`src/rtl/csc_pkg.sv`:
```
// constants and types for the clock source and start-up controller
package csc_pkg;
   // register map, byte addresses on the wishbone bus
   localparam logic [7:0]  ADDR_CTRL     = 8'h00;
   localparam logic [7:0]  ADDR_STATUS   = 8'h04;
   localparam logic [7:0]  ADDR_FUSE     = 8'h08;
   // control register fields
   localparam int          CTRL_MODE_LSB = 0;
   localparam int          CTRL_SLEEP_EN = 3;
   localparam int          CTRL_SLEEP_GO = 4;
   localparam logic [2:0]  CTRL_MODE_RST = 3'h0;
   // status register fields
   localparam int          STAT_RUN      = 0;
   localparam int          STAT_OSC_HELD = 1;
   localparam int          STAT_RST_DONE = 2;
   localparam int          STAT_CLK_LSB  = 4;
   // fuse register fields
   localparam int          FUSE_SUT_LSB  = 4;
   localparam int          FUSE_KIND_LSB = 6;
   // factory fuse values, read before the pins are sampled
   localparam logic [3:0]  SRC_SEL_DFLT  = 4'h1;
   localparam logic [1:0]  SUT_DFLT      = 2'h2;
   // source-select field boundaries
   localparam logic [3:0]  SEL_XTAL_LO   = 4'ha;
   localparam logic [3:0]  SEL_LFXTAL    = 4'h9;
   localparam logic [3:0]  SEL_RC_LO     = 4'h5;
   localparam logic [3:0]  SEL_INTRC_LO  = 4'h1;
   // counts
   localparam int          CNT_W         = 17;
   localparam logic [16:0] WDT_SHORT_CYC = 17'h01000;
   localparam int          WDT_LONG_CYC  = 65536;
   localparam logic [16:0] CK_258        = 17'h00102;
   localparam logic [16:0] CK_1K         = 17'h00400;
   localparam int          CK_16K        = 16384;
   localparam int          CK_32K        = 32768;
   localparam logic [16:0] CK_OTHER      = 17'h00006;
   localparam logic [1:0]  FUSE_SETTLE   = 2'h3;

   typedef enum logic [2:0] {
      SRC_XTAL, SRC_LFXTAL, SRC_EXTRC, SRC_INTRC, SRC_EXTCLK
   } csc_src_t;

   typedef enum logic [2:0] {
      SLP_IDLE, SLP_CONV_NOISE, SLP_PWR_DOWN, SLP_PWR_SAVE, SLP_STANDBY, SLP_EXT_STANDBY
   } csc_sleep_t;

   typedef enum logic [2:0] {
      ST_FUSE, ST_RST_DLY, ST_START_CNT, ST_RUN, ST_SLEEP, ST_WAKE_CNT
   } csc_state_t;
endpackage : csc_pkg

```
`src/rtl/csc_clock_ctrl.sv`:
```
// clock source decode, start-up sequencing and clock domain gating
`timescale 1ns/10ps
module csc_clock_ctrl
   import csc_pkg::*;
#(
   parameter int WdtLongCyc = WDT_LONG_CYC,
   parameter int Ck16k      = CK_16K,
   parameter int Ck32k      = CK_32K
) (
   // clock and reset
   input  wire logic        clk,
   input  wire logic        rst_b,
   // wishbone slave
   input  wire logic [7:0]  adr_i,
   input  wire logic [31:0] dat_i,
   input  wire logic [3:0]  sel_i,
   input  wire logic        we_i,
   input  wire logic        cyc_i,
   input  wire logic        stb_i,
   output logic      [31:0] dat_o,
   output logic             ack_o,
   // fuse pins
   input  wire logic [3:0]  clockSourceSelectFuses,
   input  wire logic [1:0]  startupTimeFuses,
   // oscillator ticks from outside this clock domain
   input  wire logic        watchdogOscillatorPin,
   input  wire logic        sourceClockPin,
   // wake sources and data write status
   input  wire logic        asyncIntPin,
   input  wire logic        twoWireAddrMatchPin,
   input  wire logic        wakeRequest,
   input  wire logic        nvWriteActive,
   // domain clock enables and status
   output logic             coreClockEn,
   output logic             peripheralClockEn,
   output logic             programMemoryClockEn,
   output logic             asyncTimerClockEn,
   output logic             converterClockEn,
   output logic             oscillatorRunEn,
   output logic             cpuRun
);
   localparam logic [16:0] WdtLong = 17'(WdtLongCyc);
   localparam logic [16:0] K16     = 17'(Ck16k);
   localparam logic [16:0] K32     = 17'(Ck32k);

   csc_state_t    state_q;
   csc_sleep_t    sleepMode_q;
   csc_src_t      srcKind;
   logic [3:0]    srcSel_q;
   logic [1:0]    sut_q;
   logic          sleepEn_q, oscHeld_q, rstDone_q, ack_q;
   logic [1:0]    settle_q;
   logic [16:0]   cnt_q, wdtTarget, startTarget;
   logic [2:0]    wdtSync_q, srcSync_q;
   logic [1:0]    intSync_q, twiSync_q, selSync_q[6];
   logic          wdtEdge, srcEdge, wakeSeen, wbReq, goWr;
   logic [31:0]   rdData;
   logic [5:0]    fusePins;

   // fuse pins as one vector so each bit gets its own two-stage synchroniser
   assign fusePins = {startupTimeFuses, clockSourceSelectFuses};

   // first stage feeds only the second; edge taken between stages two and three
   always_ff @(posedge clk or negedge rst_b) begin
      if (!rst_b) begin
         wdtSync_q <= 3'h0;
         srcSync_q <= 3'h0;
         intSync_q <= 2'h0;
         twiSync_q <= 2'h0;
      end else begin
         wdtSync_q <= {wdtSync_q[1:0], watchdogOscillatorPin};
         srcSync_q <= {srcSync_q[1:0], sourceClockPin};
         intSync_q <= {intSync_q[0], asyncIntPin};
         twiSync_q <= {twiSync_q[0], twoWireAddrMatchPin};
      end
   end

   genvar gi;
   generate
      for (gi = 0; gi < 6; gi++) begin : g_fuse_sync
         always_ff @(posedge clk or negedge rst_b) begin
            if (!rst_b) selSync_q[gi] <= 2'h0;
            else selSync_q[gi] <= {selSync_q[gi][0], fusePins[gi]};
         end
      end
   endgenerate

   assign wdtEdge  = wdtSync_q[1] & ~wdtSync_q[2];
   assign srcEdge  = srcSync_q[1] & ~srcSync_q[2];
   // asynchronous wake paths work while the peripheral clock is stopped
   assign wakeSeen = intSync_q[1] | twiSync_q[1] | wakeRequest;

   // one = unprogrammed; the ranges are compared on the raw bit values
   always_comb begin
      if (srcSel_q >= SEL_XTAL_LO)       srcKind = SRC_XTAL;
      else if (srcSel_q == SEL_LFXTAL)   srcKind = SRC_LFXTAL;
      else if (srcSel_q >= SEL_RC_LO)    srcKind = SRC_EXTRC;
      else if (srcSel_q >= SEL_INTRC_LO) srcKind = SRC_INTRC;
      else                               srcKind = SRC_EXTCLK;
   end

   // reset delay; zero means none (brown-out options)
   always_comb begin
      wdtTarget = WdtLong;
      unique case (srcKind)
         SRC_XTAL: begin
            unique case ({srcSel_q[0], sut_q})
               3'h0, 3'h3, 3'h6: wdtTarget = WDT_SHORT_CYC;
               3'h2, 3'h5:       wdtTarget = 17'h0;
               default:          wdtTarget = WdtLong;
            endcase
         end
         SRC_LFXTAL: wdtTarget = (sut_q == 2'h0) ? WDT_SHORT_CYC : WdtLong;
         default: begin
            unique case (sut_q)
               2'h0:    wdtTarget = 17'h0;
               2'h1:    wdtTarget = WDT_SHORT_CYC;
               default: wdtTarget = WdtLong;
            endcase
         end
      endcase
   end

   always_comb begin
      startTarget = CK_OTHER;
      unique case (srcKind)
         SRC_XTAL: begin
            if (!srcSel_q[0]) startTarget = sut_q[1] ? CK_1K : CK_258;
            else              startTarget = (sut_q == 2'h0) ? CK_1K : K16;
         end
         SRC_LFXTAL: startTarget = (sut_q[1]) ? K32 : CK_1K;
         default:    startTarget = CK_OTHER;
      endcase
   end

   // fuses are latched once, after the synchronisers have settled
   always_ff @(posedge clk or negedge rst_b) begin
      if (!rst_b) begin
         srcSel_q <= SRC_SEL_DFLT;
         sut_q    <= SUT_DFLT;
      end else if (state_q == ST_FUSE && settle_q == FUSE_SETTLE) begin
         srcSel_q <= {selSync_q[3][1], selSync_q[2][1], selSync_q[1][1], selSync_q[0][1]};
         sut_q    <= {selSync_q[5][1], selSync_q[4][1]};
      end
   end

   always_ff @(posedge clk or negedge rst_b) begin
      if (!rst_b) settle_q <= 2'h0;
      else if (state_q == ST_FUSE && settle_q != FUSE_SETTLE) settle_q <= settle_q + 2'h1;
   end

   always_ff @(posedge clk or negedge rst_b) begin
      if (!rst_b) begin
         state_q <= ST_FUSE;
         cnt_q   <= 17'h0;
      end else begin
         unique case (state_q)
            ST_FUSE: if (settle_q == FUSE_SETTLE) begin
               state_q <= ST_RST_DLY;
               cnt_q   <= 17'h0;
            end
            ST_RST_DLY: begin
               if (cnt_q >= wdtTarget) begin
                  state_q <= ST_START_CNT;
                  cnt_q   <= 17'h0;
               end else if (wdtEdge) cnt_q <= cnt_q + 17'h1;
            end
            ST_START_CNT, ST_WAKE_CNT: begin
               if (cnt_q >= startTarget) state_q <= ST_RUN;
               else if (srcEdge) cnt_q <= cnt_q + 17'h1;
            end
            ST_RUN: if (goWr && sleepEn_q) state_q <= ST_SLEEP;
            ST_SLEEP: if (wakeSeen) begin
               cnt_q   <= 17'h0;
               // only the modes that stop the oscillator need it to restart
               state_q <= (sleepMode_q == SLP_PWR_DOWN || sleepMode_q == SLP_PWR_SAVE)
                          ? ST_WAKE_CNT : ST_RUN;
            end
         endcase
      end
   end

   always_ff @(posedge clk or negedge rst_b) begin
      if (!rst_b) rstDone_q <= 1'b0;
      else if (state_q == ST_RUN) rstDone_q <= 1'b1;
   end

   // a write running during power-down keeps the oscillator up from the next cycle until wake
   always_ff @(posedge clk or negedge rst_b) begin
      if (!rst_b) oscHeld_q <= 1'b0;
      else if (state_q != ST_SLEEP) oscHeld_q <= 1'b0;
      else if (nvWriteActive && sleepMode_q == SLP_PWR_DOWN) oscHeld_q <= 1'b1;
   end

   always_comb begin
      coreClockEn       = (state_q == ST_RUN);
      peripheralClockEn = (state_q == ST_RUN);
      asyncTimerClockEn = 1'b1;
      converterClockEn  = (state_q == ST_RUN);
      oscillatorRunEn   = 1'b1;
      if (state_q == ST_SLEEP) begin
         unique case (sleepMode_q)
            SLP_IDLE: begin
               peripheralClockEn = 1'b1;
               converterClockEn  = 1'b1;
            end
            SLP_CONV_NOISE: converterClockEn = 1'b1;
            SLP_PWR_DOWN: begin
               asyncTimerClockEn = 1'b0;
               oscillatorRunEn   = oscHeld_q;
            end
            SLP_PWR_SAVE: oscillatorRunEn = 1'b0;
            SLP_STANDBY:  asyncTimerClockEn = 1'b0;
            default:      asyncTimerClockEn = 1'b1;
         endcase
      end
      programMemoryClockEn = coreClockEn;
   end

   assign cpuRun = (state_q == ST_RUN);

   // wishbone slave, one wait state
   assign wbReq = cyc_i & stb_i & ~ack_q;
   assign goWr  = wbReq & we_i & sel_i[0] & (adr_i == ADDR_CTRL) & dat_i[CTRL_SLEEP_GO];

   always_ff @(posedge clk or negedge rst_b) begin
      if (!rst_b) begin
         sleepMode_q <= csc_sleep_t'(CTRL_MODE_RST);
         sleepEn_q   <= 1'b0;
      end else if (wbReq && we_i && sel_i[0] && adr_i == ADDR_CTRL) begin
         sleepMode_q <= (dat_i[CTRL_MODE_LSB +: 3] > 3'h5) ? SLP_IDLE
                        : csc_sleep_t'(dat_i[CTRL_MODE_LSB +: 3]);
         sleepEn_q   <= dat_i[CTRL_SLEEP_EN];
      end
   end

   always_comb begin
      rdData = 32'h0;
      unique case (adr_i)
         ADDR_CTRL: begin
            rdData[CTRL_MODE_LSB +: 3] = sleepMode_q;
            rdData[CTRL_SLEEP_EN]      = sleepEn_q;
         end
         ADDR_STATUS: begin
            rdData[STAT_RUN]           = cpuRun;
            rdData[STAT_OSC_HELD]      = oscHeld_q;
            rdData[STAT_RST_DONE]      = rstDone_q;
            rdData[STAT_CLK_LSB +: 6]  = {oscillatorRunEn, converterClockEn, asyncTimerClockEn,
                                          programMemoryClockEn, peripheralClockEn, coreClockEn};
         end
         ADDR_FUSE: begin
            rdData[3:0]                = srcSel_q;
            rdData[FUSE_SUT_LSB +: 2]  = sut_q;
            rdData[FUSE_KIND_LSB +: 3] = srcKind;
         end
         default: rdData = 32'h0;
      endcase
   end

   always_ff @(posedge clk or negedge rst_b) begin
      if (!rst_b) begin
         ack_q <= 1'b0;
         dat_o <= 32'h0;
      end else begin
         ack_q <= wbReq;
         if (wbReq) dat_o <= rdData;
      end
   end
   assign ack_o = ack_q;
endmodule : csc_clock_ctrl

```
`config.mk`:
```
export PLATFORM = sky130hd
export DESIGN_NAME = csc_clock_ctrl
export DESIGN_NICKNAME = d
export VERILOG_FILES = /design/src/rtl/csc_pkg.sv /design/src/rtl/csc_clock_ctrl.sv
export SDC_FILE = /design/constraint.sdc
export NUM_CORES = 1
export LEC_CHECK = 0
export ABC_AREA = 1
export BUFFER_PORTS_ARGS = -buffer_cell sky130_fd_sc_hd__buf_2
export CAP_MARGIN = 20
export CORE_MARGIN = 3
export CORE_UTILIZATION = 45
export DETAILED_ROUTE_END_ITERATION = 8
export PLACE_DENSITY = 0.69
export SLEW_MARGIN = 20
export SYNTH_ARGS = -nofsm -noshare
export SYNTH_HDL_FRONTEND = slang
export SYNTH_SLANG_ARGS = --single-unit
```
`constraint.sdc`:
```
create_clock -name clk -period 7.7 [get_ports clk]
set_clock_uncertainty 0.1 [all_clocks]
set_input_delay 0.77 -clock clk [delete_from_list [all_inputs] [get_ports clk]]
set_output_delay 0.77 -clock clk [all_outputs]
set_load 0.01 [all_outputs]
```
==> flow_metrics.tcl <==
set metrics [dict create \
    status "finished clean" \
    p_total_uw 1350 \
    cp-start-kind "flip-flop" \
    cts_tree "done" \
    worstSkewPairLatency_ns 0.36 \
    drive_above_1_share 0.163 \
    setup_viol 0 \
    cts_buffers 9 \
    area_growth_pct 9.94 \
    finalMaxSlewViolations 0 \
    antenna_found_initial 0 \
    hold_path_class "flip-flop to flip-flop" \
    powerDensity_mw_per_mm2 307 \
    grt-ovfl-total 0 \
    antenna_cells 0 \
    stdcell_count 681 \
    grt_usage 0.185 \
    syn_area_mm2 0.00399 \
    worstPathMaxFanout 15 \
    synth-edff-count 0 \
    antenna_left 0 \
    post-route-min-period_ns 3.21 \
    ys_seq_area_frac 0.421 \
    cp_common_cell "nand2_1" \
    drt-pass1-iter-count 5 \
    tightest_slew_ns 0.850 \
    r2r-end "state_q[2]$_DFFE_PN0P_" \
    fin_tns_setup_ns 0 \
    hold_buffers 0 \
    core_area_mm2 0.00842 \
    ys_ff_latch 67 \
    io_buffers 48 \
    crit_slowest_cell "dfrtp_1" \
    critical_path_class "flip-flop to flip-flop" \
    relSlewSlack 0.433 \
    cts_root_buf "clkbuf_8" \
    cp-end-kind "flip-flop" \
    htreeDepth 3 \
    grt_pass1_wl_um 15000 \
    postSynthCellCount 523 \
    syn_area_per_cell_um2 7.63 \
    crit_required_ns 7.84 \
    start_util 0.474 \
    placed_cells 665 \
    max_stage_delay_ns 0.44 \
    arrival_ns 3.35 \
    gp_congestion 0.872 \
    dpl.hpwl_um 6460 \
    drt-total-wl_um 8780 \
    die_x_um 100 \
    worstSetupStartpoint "srcSel_q[1]$_DFFE_PN0P_" \
    yosys_warnings 0 \
    rrSetupSlack_ns 4.49 \
    vias 3428 \
    post_cts_buffers 0 \
    drcViolationCount 0 \
    finalHoldViolCount 0 \
    grt_max_degree 68 \
    nets 643 \
    drv_cap 0 \
    cts.sink_count 67 \
    path_cells "nor2_1 -> inv_1 -> nand2_1 -> inv_1 -> o221ai_1 -> o21ai_0 -> ha_1 -> inv_1 -> nor2_1 -> nand2_1 -> nor2_1 -> nor2_2 -> nand3_2 -> nand2_1 -> nor2_2 -> nand2_1 -> nand2_1 -> nand2_1" \
    leakage_uw 0.00227 \
    utilization 0.521 \
    async_flop_share 1.00 \
    period_share 0.417 \
    worst_r2r_path_depth 18 \
    fmax_ghz 0.311 \
    ir_worst_vdd_uv 167 \
    ios 101 \
    grt_pass1_vias 3239 \
    rsz0062_at_grt "no" \
    synth_cell_types 38 \
    die_height_um 100 \
    cts_resized 0 \
    via_per_inst 5.03 \
    r2r-start "srcSel_q[1]$_DFFE_PN0P_" \
    drt_iter0_drc 184 \
    clkSlewWorstSetupHoldPaths_ns 0.08 \
    fp-row-count 33 \
    cts_buffer_depth 2 \
    whs_ns 0.250 \
    endpoint "state_q[2]$_DFFE_PN0P_" \
    die_area_mm2 0.0100 \
    synth_ff_type "dfrtp_1" \
    wl_per_cell_um 12.9 \
]
where the power goes:
part | internal (uW) | switching (uW) | total [uW]
Clock | 155 | 159 | 314
Sequential | 392 | 41.9 | 434
Combinational | 176 | 421 | 597
worst min-delay path by stage:
stage	from	depth (start not counted)	end
6_report	wdtSync_q[0]$_DFF_PN0_	0	wdtSync_q[1]$_DFF_PN0_
5_1_grt	selSync_q[6]$_DFF_PN0_	0	selSync_q[7]$_DFF_PN0_
4_1_cts	wdtSync_q[0]$_DFF_PN0_	0	wdtSync_q[1]$_DFF_PN0_
2_1_floorplan	intSync_q[0]$_DFF_PN0_	0	intSync_q[1]$_DFF_PN0_
3_5_place_dp	srcSync_q[0]$_DFF_PN0_	0	srcSync_q[1]$_DFF_PN0_
3_3_place_gp	selSync_q[2]$_DFF_PN0_	0	selSync_q[3]$_DFF_PN0_
sequential cells by signal, summed over array words and instances, names as in the netlist, 2 cells and up:
signal	flops
sut_q	2
dat_o	10
sleepMode_q	3
state_q	3
srcSel_q	4
twiSync_q	2
srcSync_q	3
intSync_q	2
wdtSync_q	3
selSync_q	12
cnt_q	17
settle_q	2
worst max-delay path, delay by kind of cell, from the launching register on:
family                   cells  cell delay [ns]
AO/OA/AOI/OAI                2             0.37
flip-flops                   1             0.44
AND/OR/NAND/NOR             12             1.54
buffers and inverters        3             0.29
adder cells (fa/ha/maj)      1             0.38
cells in the final DEF (no fill, tap or decap), drive strengths merged, types with 2 or more instances in the layout:
cell and n:
a21oi 28, a31oi 2, buf 49, clkbuf 9
clkinv 2, conb 22, dfrtp 65, dfstp 2
ha 11, inv 60, mux2 4, nand2 150
nand3 50, nand4 4, nor2 75, nor3 6
o211ai 6, o21ai 10, xnor2 4, xor2 7
layer usage:
metal | vias to the layer above | wire, um | global-route usage
li1 | 1713 | - | -
met1 | 1579 | 4100 | 0.253
met2 | 125 | 4040 | 0.293
met3 | 11 | 515 | 0.0375
met4 | 0 | 120 | 0.0653
met5 | - | 0 | 0
cell type report:
| class | instances | area [um^2] |
|---|---|---|
| fill | 807 | 4040 |
| multi-input combinational | 387 | 1910 |
| sequential | 67 | 1680 |
| timing repair buffer | 49 | 248 |
| inverter | 57 | 216 |
| tap | 105 | 131 |
| clock buffer | 9 | 124 |
| clock inverter | 7 | 83.8 |
cell usage after synthesis (2+ instances only):
cell type / instances / share of area
xnor2_1: 4 / 0.0088
nor2_1: 68 / 0.064
nand2_2: 2 / 0.0031
xor2_1: 7 / 0.015
dfstp_2: 2 / 0.013
nand4_1: 3 / 0.0047
dfrtp_1: 65 / 0.41
nand3_1: 46 / 0.058
buf_6: 7 / 0.020
nand3_2: 4 / 0.010
nand2_1: 146 / 0.14
nor3_1: 6 / 0.0075
nor2_2: 7 / 0.011
buf_4: 24 / 0.045
mux2_2: 4 / 0.011
a31oi_1: 2 / 0.0031
o211ai_1: 6 / 0.011
nand2_4: 2 / 0.0056
a21oi_1: 27 / 0.034
ha_1: 11 / 0.034
buf_2: 2 / 0.0025
inv_2: 2 / 0.0019
inv_1: 54 / 0.051
o21ai_0: 8 / 0.010
kinds of logic (layout without fill, tap and decap cells):
family | after synthesis | in the layout | share of synthesized area
DFF | 67 | 67 | 0.421
other | 1 | 22 | 0.000940
adders and majority gates | 11 | 11 | 0.0345
muxes | 4 | 4 | 0.0113
and+or+nand+nor | 288 | 288 | 0.311
xor gates and xnor gates | 11 | 11 | 0.0241
AOI/OAI and AO/OA | 51 | 51 | 0.0762
buffers and inverters | 90 | 122 | 0.122
stage by stage:
stage | cell area, um^2 | setup WS (ns)
finish | 4390 | 4.49
global route | 4390 | 4.24
CTS | 4390 | 4.55
detailed placement | 4180 | 4.59
global placement | 4180 | 4.71
floorplan | 4070 | 5.17
Note: power is estimated with default switching activity, not from simulation.
